File: config.mk
export PLATFORM = sky130hd
export DESIGN_NAME = sadc_seq
export DESIGN_NICKNAME = d
export VERILOG_FILES = /design/src/hdl/sadc_oscdiv.v /design/src/hdl/sadc_sync.v /design/src/hdl/sadc_seq.v
export VERILOG_INCLUDE_DIRS = /design/src /design/src/hdl
export SDC_FILE = /design/constraint.sdc
export NUM_CORES = 1
export LEC_CHECK = 0
export ABC_AREA = 1
export BUFFER_PORTS_ARGS = -buffer_cell sky130_fd_sc_hd__clkbuf_2
export CORE_UTILIZATION = 55
export CTS_BUF_LIST = sky130_fd_sc_hd__clkbuf_4
export CTS_CLUSTER_SIZE = 30
export DETAILED_ROUTE_END_ITERATION = 8
export GPL_ROUTABILITY_DRIVEN = 0
export GPL_TIMING_DRIVEN = 0
export HOLD_SLACK_MARGIN = 0.1
export PLACE_DENSITY = 0.81
export SETUP_SLACK_MARGIN = 0.15
export SYNTH_ARGS = -nofsm -noshare
export SYNTH_HDL_FRONTEND = slang
export SYNTH_SLANG_ARGS = --single-unit
export TNS_END_PERCENT = 1
File: constraint.sdc
create_clock -name clk_sys_i -period 3.4 [get_ports clk_sys_i]
set_clock_uncertainty 0.2 [all_clocks]
set_input_delay 0.68 -clock clk_sys_i [delete_from_list [all_inputs] [get_ports clk_sys_i]]
set_output_delay 0.68 -clock clk_sys_i [all_outputs]
set_load 0.01 [all_outputs]
File: src/hdl/sadc_defines.vh
// Constants for the successive-approximation converter sequencer
// Assumes inclusion by the sequencer design file only; the divider and synchroniser do not include it
`ifndef SADC_DEFINES_VH
`define SADC_DEFINES_VH

// ---------------------------------------------------------------
// Register addresses
// ---------------------------------------------------------------
`define SADC_ADDR_W        2
`define SADC_ADDR_MODE     2'h0
`define SADC_ADDR_RESULT   2'h1
`define SADC_ADDR_CLKCTL   2'h2

// ---------------------------------------------------------------
// Mode register fields, reset values and result code
// ---------------------------------------------------------------
`define SADC_EN_BIT        7
`define SADC_CH_MSB        6
`define SADC_CH_LSB        4
`define SADC_START_BIT     3
`define SADC_DONE_BIT      2
`define SADC_MODE_RESET    8'h04
`define SADC_DONE_RESET    1'b1
`define SADC_RESULT_RESET  8'h7f
`define SADC_ALL_ONES      8'hff

// ---------------------------------------------------------------
// Clock control register fields
// ---------------------------------------------------------------
`define SADC_CK_STOP_BIT   3
`define SADC_CK_SRC_BIT    2
`define SADC_CK_PCC_MSB    1
`define SADC_CK_PCC_LSB    0

// ---------------------------------------------------------------
// Timing, in main oscillator periods
// ---------------------------------------------------------------
`define SADC_START_DLY     16
`define SADC_CONV_PERIODS  168
`define SADC_BIT_PERIODS   21

`endif

File: src/hdl/sadc_oscdiv.v
// Main oscillator tick generator for the converter sequencer
// Assumes one system clock domain; tick is one cycle wide when DIV is above 1, and stays high every cycle when DIV is 1
`timescale 1ns/1ps
`default_nettype none
module sadc_oscdiv #(
  parameter DIV = 1
) (
  input  wire clk_sys_i,
  input  wire rst_n_i,
  input  wire run_i,
  output reg  tick_o
);
  reg [7:0] cnt_reg;

  // ---------------------------------------------------------------
  // Divider
  // ---------------------------------------------------------------
  always @(posedge clk_sys_i) begin
    if (!rst_n_i || !run_i) begin
      cnt_reg <= 8'h00;
      tick_o  <= 1'b0;
    end else if (cnt_reg == DIV - 1) begin
      cnt_reg <= 8'h00;
      tick_o  <= 1'b1;
    end else begin
      cnt_reg <= cnt_reg + 8'h01;
      tick_o  <= 1'b0;
    end
  end
endmodule
`default_nettype wire

File: src/hdl/sadc_sync.v
// Two-stage synchroniser for a bus of pin-level inputs
// Assumes inputs asynchronous to the system clock
`timescale 1ns/1ps
`default_nettype none
module sadc_sync #(
  parameter W = 1
) (
  input  wire         clk_sys_i,
  input  wire         rst_n_i,
  input  wire [W-1:0] d_i,
  output reg  [W-1:0] q_o
);
  reg [W-1:0] meta_reg;

  // ---------------------------------------------------------------
  // Stages
  // ---------------------------------------------------------------
  always @(posedge clk_sys_i) begin
    if (!rst_n_i) begin
      meta_reg <= {W{1'b0}};
      q_o      <= {W{1'b0}};
    end else begin
      meta_reg <= d_i;
      q_o      <= meta_reg;
    end
  end
endmodule
`default_nettype wire

File: src/hdl/sadc_seq.v
// Sequencer of an eight-channel 8-bit successive-approximation converter
// Assumes an analog comparator outside; it reports compare and range flags
`timescale 1ns/1ps
`default_nettype none
`include "sadc_defines.vh"

module sadc_seq #(
  parameter OSC_DIV = 1
) (
  input  wire       clk_sys_i,
  input  wire       rst_n_i,
  input  wire [1:0] addr_i,
  input  wire [7:0] wdata_i,
  input  wire       wr_i,
  input  wire       rd_i,
  output reg  [7:0] rdata_o,
  input  wire       cmp_above_i,
  input  wire       out_of_range_i,
  input  wire       standby_i,
  output reg  [2:0] chan_sel_o,
  output reg  [7:0] dac_code_o,
  output reg        sample_o,
  output reg        ref_enable_o,
  output reg        busy_o
);
  // ---------------------------------------------------------------
  // States
  // ---------------------------------------------------------------
  localparam ST_IDLE  = 2'h0;
  localparam ST_DELAY = 2'h1;
  localparam ST_CONV  = 2'h2;

  reg  [1:0] state_reg;
  reg        en_reg;
  reg  [2:0] chan_reg;
  reg        start_reg;
  reg        done_reg;
  reg  [7:0] result_reg;
  reg  [3:0] clkctl_reg;
  reg  [7:0] sar_reg;
  reg  [7:0] trial_reg;
  reg  [7:0] per_reg;
  reg  [4:0] bitper_reg;
  reg        oor_reg;
  wire       osc_tick;
  wire [1:0] pin_sync;
  wire       cmp_s;
  wire       oor_s;
  wire       run;
  wire       mode_wr;
  wire       start_wr;

  // ---------------------------------------------------------------
  // Pin inputs
  // ---------------------------------------------------------------
  sadc_sync #(
    .W (2)
  ) u_sync (
    .clk_sys_i (clk_sys_i),
    .rst_n_i   (rst_n_i),
    .d_i       ({cmp_above_i, out_of_range_i}),
    .q_o       (pin_sync)
  );
  assign cmp_s = pin_sync[1];
  assign oor_s = pin_sync[0];

  // Main clock only; clock stop bit or standby input freezes progress; source bit is ignored
  assign run = !clkctl_reg[`SADC_CK_STOP_BIT] && !standby_i;

  sadc_oscdiv #(
    .DIV (OSC_DIV)
  ) u_div (
    .clk_sys_i (clk_sys_i),
    .rst_n_i   (rst_n_i),
    .run_i     (run),
    .tick_o    (osc_tick)
  );

  // ---------------------------------------------------------------
  // Write decode
  // ---------------------------------------------------------------
  assign mode_wr  = wr_i && (addr_i == `SADC_ADDR_MODE);
  assign start_wr = mode_wr && wdata_i[`SADC_START_BIT];

  // ---------------------------------------------------------------
  // Registers and sequencer
  // ---------------------------------------------------------------
  always @(posedge clk_sys_i) begin
    if (!rst_n_i) begin
      en_reg     <= 1'b0;
      chan_reg   <= 3'h0;
      start_reg  <= 1'b0;
      done_reg   <= `SADC_DONE_RESET;
      result_reg <= `SADC_RESULT_RESET;
      clkctl_reg <= 4'h0;
      state_reg  <= ST_IDLE;
      sar_reg    <= 8'h00;
      trial_reg  <= 8'h00;
      per_reg    <= 8'h00;
      bitper_reg <= 5'h00;
      oor_reg    <= 1'b0;
    end else begin
      if (wr_i && (addr_i == `SADC_ADDR_CLKCTL))
        clkctl_reg <= wdata_i[3:0];
      if (mode_wr) begin
        en_reg   <= wdata_i[`SADC_EN_BIT];
        chan_reg <= wdata_i[`SADC_CH_MSB:`SADC_CH_LSB];
      end
      if (start_wr) begin
        // A new start abandons any conversion in flight
        start_reg <= 1'b1;
        state_reg <= ST_DELAY;
        per_reg   <= 8'h00;
      end else if (run && osc_tick) begin
        case (state_reg)
          ST_IDLE: begin
            start_reg <= 1'b0;
          end
          ST_DELAY: begin
            if (per_reg == `SADC_START_DLY - 1) begin
              start_reg <= 1'b0;
              done_reg  <= 1'b0;
              per_reg   <= 8'h00;
              if (en_reg) begin
                state_reg  <= ST_CONV;
                sar_reg    <= 8'h00;
                trial_reg  <= 8'h80;
                bitper_reg <= 5'h00;
                oor_reg    <= 1'b0;
                result_reg <= 8'h00;
              end else begin
                result_reg <= `SADC_ALL_ONES;
                done_reg   <= 1'b1;
                state_reg  <= ST_IDLE;
              end
            end else begin
              per_reg <= per_reg + 8'h01;
            end
          end
          ST_CONV: begin
            per_reg <= per_reg + 8'h01;
            if (oor_s)
              oor_reg <= 1'b1;
            if (bitper_reg == `SADC_BIT_PERIODS - 1) begin
              bitper_reg <= 5'h00;
              // Keep the trial bit when input exceeds trial level
              if (cmp_s)
                sar_reg <= sar_reg | trial_reg;
              trial_reg <= trial_reg >> 1;
            end else begin
              bitper_reg <= bitper_reg + 5'h01;
            end
            if (per_reg == `SADC_CONV_PERIODS - 1) begin
              state_reg <= ST_IDLE;
              done_reg  <= 1'b1;
              if (oor_reg || oor_s)
                result_reg <= `SADC_ALL_ONES;
              else if (cmp_s && trial_reg != 8'h00)
                result_reg <= sar_reg | trial_reg;
              else
                result_reg <= sar_reg;
            end
          end
          default: begin
            state_reg <= ST_IDLE;
          end
        endcase
      end
    end
  end

  // ---------------------------------------------------------------
  // Outputs and read port
  // ---------------------------------------------------------------
  always @(posedge clk_sys_i) begin
    if (!rst_n_i) begin
      rdata_o      <= 8'h00;
      chan_sel_o   <= 3'h0;
      dac_code_o   <= 8'h00;
      sample_o     <= 1'b0;
      ref_enable_o <= 1'b0;
      busy_o       <= 1'b0;
    end else begin
      chan_sel_o   <= chan_reg;
      dac_code_o   <= sar_reg | trial_reg;
      sample_o     <= (state_reg == ST_CONV) && (per_reg == 8'h00);
      ref_enable_o <= en_reg;
      busy_o       <= (state_reg != ST_IDLE);
      if (rd_i && addr_i == `SADC_ADDR_MODE)
        rdata_o <= {en_reg, chan_reg, start_reg, done_reg, 2'h0};
      else if (rd_i && addr_i == `SADC_ADDR_RESULT)
        rdata_o <= result_reg;
      else if (rd_i && addr_i == `SADC_ADDR_CLKCTL)
        rdata_o <= {4'h0, clkctl_reg};
      else
        rdata_o <= 8'h00;
    end
  end
endmodule
`default_nettype wire

## After elaboration in Yosys (flattened, before gate mapping)

Index checks and enable logic that the tools add are counted.
Widths: inputs -> output; s select.

- Flip-flop bits (word level): 85
- Bits of input ports: 17
- Output and inout bits: 22
- Word-level logic and storage cells: 127

- $add $sub $neg: 3
- Eq/ne operators: 16
- Mux-type cells: 43
- Bitwise logic cells: 4
- Reductions and logical operators: 37

Operator list:

| kind | count |
|---|---|
| $mux 8 | 15 |
| $pmux 8 s2 | 4 |
| $add 8x1->8 const B | 2 |
| $logic_not 8->1 | 2 |
| $mux 5 | 3 |
| $mux 1 | 12 |
| $reduce_and 6->1 | 2 |
| $logic_and 1x1->1 | 10 |
| $ne 2x2->1 const B | 5 |
| $pmux 5 s2 | 1 |
| $reduce_and 5->1 | 2 |
| $eq 8x4->1 const B | 1 |
| $eq 8x8->1 const B | 1 |
| $or 8x8->8 | 1 |
| $reduce_and 4->1 | 2 |
| $reduce_bool 8->1 | 1 |
| $reduce_and 7->1 | 1 |
| $mux 2 | 3 |
| $ne 3x3->1 const B | 2 |
| $pmux 1 s2 | 3 |
| $pmux 2 s3 | 1 |
| $reduce_bool 2->1 | 3 |
| $reduce_or 2->1 | 3 |
| $add 5x1->5 const B | 1 |
| 12 further kinds | 22 |

## Logic depth before layout (Yosys ltp)

- Depth after elaboration: 6
- Depth in mapped cells: 11
- Depth with buffers taken out: 11

## Modules after synthesis

Synthesis repeated with hierarchy kept, for this count alone.

- Cell total of the unflattened synthesis: 547
- Area total of the unflattened synthesis: 3882.5 um^2

Modules (own cells, without submodules):

| module | times used | cells an instance | area each (um^2) | seq. area each (um^2) |
|---|---|---|---|---|
| sadc_seq | 1 | 467 | 3290.7 | 1441.4 |
| sadc_oscdiv | 1 | 68 | 481.7 | 180.2 |
| sadc_sync | 1 | 12 | 110.1 | 80.1 |

## Worst setup path before layout

No wires, ideal clock.

- Path kind: input-to-reg
- Start point: input port standby_i
- End point: register per_reg[7]
- Library setup time: 0.119 ns
- Arrival: 1.549 ns
- Required time: 3.081 ns
- Slack: 1.532 ns
- Stages on the path: 8
- Buffers on the path: 0
- Cell sequence: nor2_1 -> nand2_2 -> inv_2 -> nand2_2 -> inv_1 -> nand4_1 -> xor2_1 -> nor2_1

- Word-level cells in the longest chain between the ends: 4

Ends and longest elaborated chain:

| element | line | RTL |
|---|---|---|
| start: declaration | sadc_seq.v:19 | `input wire standby_i,` |
| $logic_not 1->1 | sadc_seq.v:68 | `` assign run = !clkctl_reg[`SADC_CK_STOP_BIT] && !standby_i; `` |
| $logic_and 1x1->1 | sadc_seq.v:68 |  |
| $logic_and 1x1->1 | sadc_seq.v:114 | `end else if (run && osc_tick) begin` |
| $reduce_and 2->1 (no line) | n/a |  |
| end signal: assignment | sadc_seq.v:137 | `per_reg <= per_reg + 8'h01;` |
| end signal: assignment | sadc_seq.v:141 | `per_reg <= per_reg + 8'h01;` |
| end: declaration | sadc_seq.v:42 | `reg [7:0] per_reg;` |

No other way between the ends.
A chain may end at the register's enable or synchronous reset.

## Worst setup path in the final report

- Start point: register state_reg[0]
- End point: register result_reg[3]

- Word-level cells in the longest chain between the ends: 3
- Elaborated cells between the ends (all ways): 7
- Those cells by class: eq/ne (4); mux (1); reduce/logical (2)

Ends and longest elaborated chain:

| element | line | RTL |
|---|---|---|
| start: declaration | sadc_seq.v:33 | `reg [1:0] state_reg;` |
| start signal: assignment | sadc_seq.v:96 | `state_reg <= ST_IDLE;` |
| start signal: assignment | sadc_seq.v:112 | `state_reg <= ST_DELAY;` |
| start signal: assignment | sadc_seq.v:125 | `state_reg <= ST_CONV;` |
| $eq 2x2->1 or $eq 2x1->1 (tied branches) | sadc_seq.v:115 | `case (state_reg)` |
| $ne 2x2->1 (no line) or $reduce_bool 2->1 (tied branches) | n/a |  |
| $reduce_and 5->1 (no line) | n/a |  |
| end signal: assignment | sadc_seq.v:132 | `` result_reg <= `SADC_ALL_ONES; `` |
| end signal: assignment | sadc_seq.v:157 | `` result_reg <= `SADC_ALL_ONES; `` |
| end signal: assignment | sadc_seq.v:159 | `result_reg <= sar_reg \| trial_reg;` |
| end: declaration | sadc_seq.v:38 | `reg [7:0] result_reg;` |

Parallel ways exist; a longest one is shown, timed or not.

==> summary.md <==
| Metric | Value |
|---|---|
| Detailed Place HPWL | approximately 5.6 mm |
| Post-DRT Antenna Nets | 0 |
| Post-synth EDFFs | 0 |
| Period minus WS final | roughly 2 ns |
| Largest net degree at the start of global routing | 17 |
| FF-to-FF End | result_reg[3] |
| CTS sink count | 85 |
| Synth-to-layout area growth | 11.8% |
| Tot Pwr | about 1.7 mW |
| Area of the multi-input gates | ~1700 sq um |
| Post-CTS Setup Repair Bufs | 0 |
| R2r worst-path depth | 10 |
| Reg-to-reg slack, setup | roughly 1.4 ns |
| Max Cap Viol | 0 |
| Average wire per standard cell | approximately 13 microns |
| GRT overflow | 0 |
| Clock transition at the registers of the reported paths | about 0.14 ns |
| Slew margin rel. | 62.6% |
| Data required time of the critical path | about 3.6 ns |
| R2r startpoint | state_reg[0] |
| Mapped Cells | just under 500 |
| Vias in the first global route | 3,035 |
| Warnings from Yosys | 0 |
| Core footprint | roughly 6400 sq um |
| Drt first pass iters | 4 |
| Cell repeated most along the worst path | nand2_1 |
| N_diodes | 0 |
| Initial antenna violation count | 0 |
| Final TNS setup | 0 ns |
| Die H | ~84 microns |
| Site row count | 29 |
| Hold-fix buffers, CTS | 0 |
| Post-layout nets | ~570 |
| Initial Utilization | between 50% and 60% |
| Hold Fails Final Rpt | 0 |
| Crit path arrival time | around 2.1 ns |
| Crit start category | flip-flop |
| Crit-path max FO | 10 |
| I/O pin cnt | 39 |
| Post-Syn Area | approximately 3700 sq um |
| Crit path to | result_reg[3] |
| RSZ-0062 raised after global routing | no |
| Sequential fraction of the synthesis area | about 46% |
| First-pass GRT wire length | between 10 and 15 mm |
| Fill cells | approximately 580 |
| Final period util | about three fifths |
| Crit path cell chain | inv_1 > ha_1 > buf_2 > nand2_1 > nor2_1 > inv_1 > nor2_1 > nand2_1 > nand3_1 > nand2_1 |
| Critical path type | reg2reg |
| CTS tree | done |
| Number of synthesized register bits | 85 |
| Kind of end point of the critical path | flip-flop |
| Outcome | finished, final reports clean |
| Worst Tran Pin Value | ~0.56 ns |
| Max incr delay on CP | about 0.35 ns |
| Sequential Area | approximately 1700 sq um |
| Post-synth cell types | 33 |
| Hold Path Class | in2reg |
| Post-Route WL | roughly 8 mm |
| Via count | about 3,400 |
| Drc violations | 0 |
| Share of cells above drive strength 1 | approximately 14% |
| Detailed Route Iter0 Violations | ~170 |
| Root buffer cell | clkbuf_4 |
| Width of the die | about 84 microns |
| Finish-stage setup viols | 0 |
| Post-Syn Nets | between 500 and 600 |
| Slowest-stage cell, CP | dfxtp_1 |
| Crit path from | state_reg[0] |
| Htree depth | 3 |
| Max VDD drop | 0.000326 V |
| Main synth FF type | dfxtp_1 |
| Power per Cell Area | roughly 410 nW/um^2 |
| IO buf count | 38 |
| Leak Pwr | 1.69 nW |
| CTS Buf Count | 9 |
| Resized Gates After CTS | 0 |
| Max Freq | approximately 0.50 GHz |
| Slew Limit Fails | 0 |
| Post-synth ARST share | 0% |
| Clk Latency, worst-skew pair | between 0.4 and 0.5 ns |
| GRT Resource Usage Total | 23.5% |
| Die area | approximately 7000 sq um |
| Deepest clock path buffer count | 2 |
| Mean Syn Cell Area | approximately 7.5 sq um |
| DR vias/cell | roughly 5.4 |
==> power by group <==
group / leakage [nW] / internal, mW / switching, mW / total [mW]
combinational: 0.920 / 0.0302 / 0.0653 / 0.0954
clock: 0.0824 / 0.234 / 0.359 / 0.593
sequential: 0.688 / 1.01 / 0.00646 / 1.02
==> per-layer routing <==
metal  wire length, microns  GRT usage, %  vias up
met5                      0             0        -
met4                    183          9.71        0
met2                   3870          41.2       81
met1                   3440          27.5     1564
met3                    295          5.24       19
li1                       -             -     1692
==> synth_stat cells, types with 2 or more instances <==
library cell,n,area [sq um]
nor3b_1,3,22.5
dfxtp_1,85,1700
o21ai_1,3,15.0
nand2_2,4,25.0
a211oi_1,2,15.0
a21oi_1,42,210
o21ai_0,24,120
nand3_4,2,35.0
nor2_1,82,308
nor2_2,2,12.5
and3_1,2,12.5
nand2_1,88,330
nand3_2,2,20.0
nor2_4,3,33.8
nor3_1,7,35.0
inv_2,3,11.3
a221oi_1,2,17.5
clkbuf_1,9,33.8
xor2_1,2,17.5
nand3_1,39,195
ha_1,10,125
nor4_1,2,12.5
inv_1,49,184
nand4_1,12,75.1
or2_2,2,12.5
==> cell families (layout without fill, tap and decap cells) <==
| family | count (synthesis) | count (layout) | share of synthesized area (%) |
|---|---|---|---|
| AND/OR/NAND/NOR | 253 | 253 | 32.2 |
| adder cells (fa/ha/maj) | 10 | 10 | 3.40 |
| buffers and inverters | 63 | 117 | 6.60 |
| flip-flops | 85 | 85 | 46.3 |
| XOR/XNOR | 3 | 3 | 0.715 |
| AO/OA/AOI/OAI | 75 | 75 | 10.8 |
==> area by class of cell <==
type                       count  share of cell area [%]
multi-input combinational    341                    42.1
sequential                    85                    41.4
inverter                      53                    4.96
timing repair buffer          38                    4.63
tap                           77                    2.34
clock inverter                 7                    1.98
clock buffer                   9                    1.64
buffer                        10                   0.943
==> metrics by stage <==
stage	instances	util [%]	hold WS, ns	area [sq um]	setup WS [ns]
global route	620	64.4	0.220	4110	1.24
floorplan	489	-	0.190	3680	1.53
detailed placement	604	62.0	0.200	3960	1.13
CTS	620	64.4	0.201	4110	1.44
finish	620	64.4	0.221	4110	1.42
global placement	604	62.0	0.202	3960	1.16
==> worst max-delay path, delay by kind of cell, from the launching register on <==
kind	cells	cell delay, ns
adders and majority gates	1	0.22
buffers and inverters	3	0.49
DFF	1	0.35
and+or+nand+nor	6	0.64
==> worst min path at each step <==
stage	cells past startpoint	end	startpoint	slack, ns
2_1_floorplan	2	u_sync.q_o[0]	u_sync.meta_reg[0]	0.19
3_3_place_gp	2	u_sync.q_o[1]	u_sync.meta_reg[1]	0.20
3_5_place_dp	2	u_sync.q_o[0]	u_sync.meta_reg[0]	0.20
4_1_cts	3	u_sync.meta_reg[1]	cmp_above_i	0.20
5_1_grt	3	u_sync.meta_reg[1]	cmp_above_i	0.22
6_report	3	u_sync.meta_reg[1]	cmp_above_i	0.22
==> layout by cell type (no fill, tap or decap) <==
cell type / Yosys / final
a221oi_1: 2 / 2
clkbuf_2: 0 / 38
nor2_2: 2 / 2
clkbuf_4: 0 / 9
nor3b_1: 3 / 3
nand4_4: 1 / 1
nand2_1: 88 / 88
dfxtp_1: 85 / 85
inv_2: 3 / 3
buf_2: 1 / 1
inv_1: 49 / 49
nor2_1: 82 / 82
a21oi_1: 42 / 42
nor2_8: 1 / 1
nand3_4: 2 / 2
and3_1: 2 / 2
xnor2_1: 1 / 1
clkbuf_1: 9 / 9
or2_2: 2 / 2
inv_6: 0 / 1
nor3b_2: 1 / 1
clkinv_4: 1 / 4
o21bai_2: 1 / 1
nor3_1: 7 / 7
nand2_2: 4 / 4
nand3_2: 2 / 2
a211oi_1: 2 / 2
ha_1: 10 / 10
nand4_1: 12 / 12
xor2_1: 2 / 2
o21ai_0: 24 / 24
o21bai_1: 1 / 1
nor4_1: 2 / 2
nor2_4: 3 / 3
clkinv_2: 0 / 1
bufinv_16: 0 / 1
nand3_1: 39 / 39
inv_8: 0 / 1
o21ai_1: 3 / 3
(Power assumes the default switching activity.)
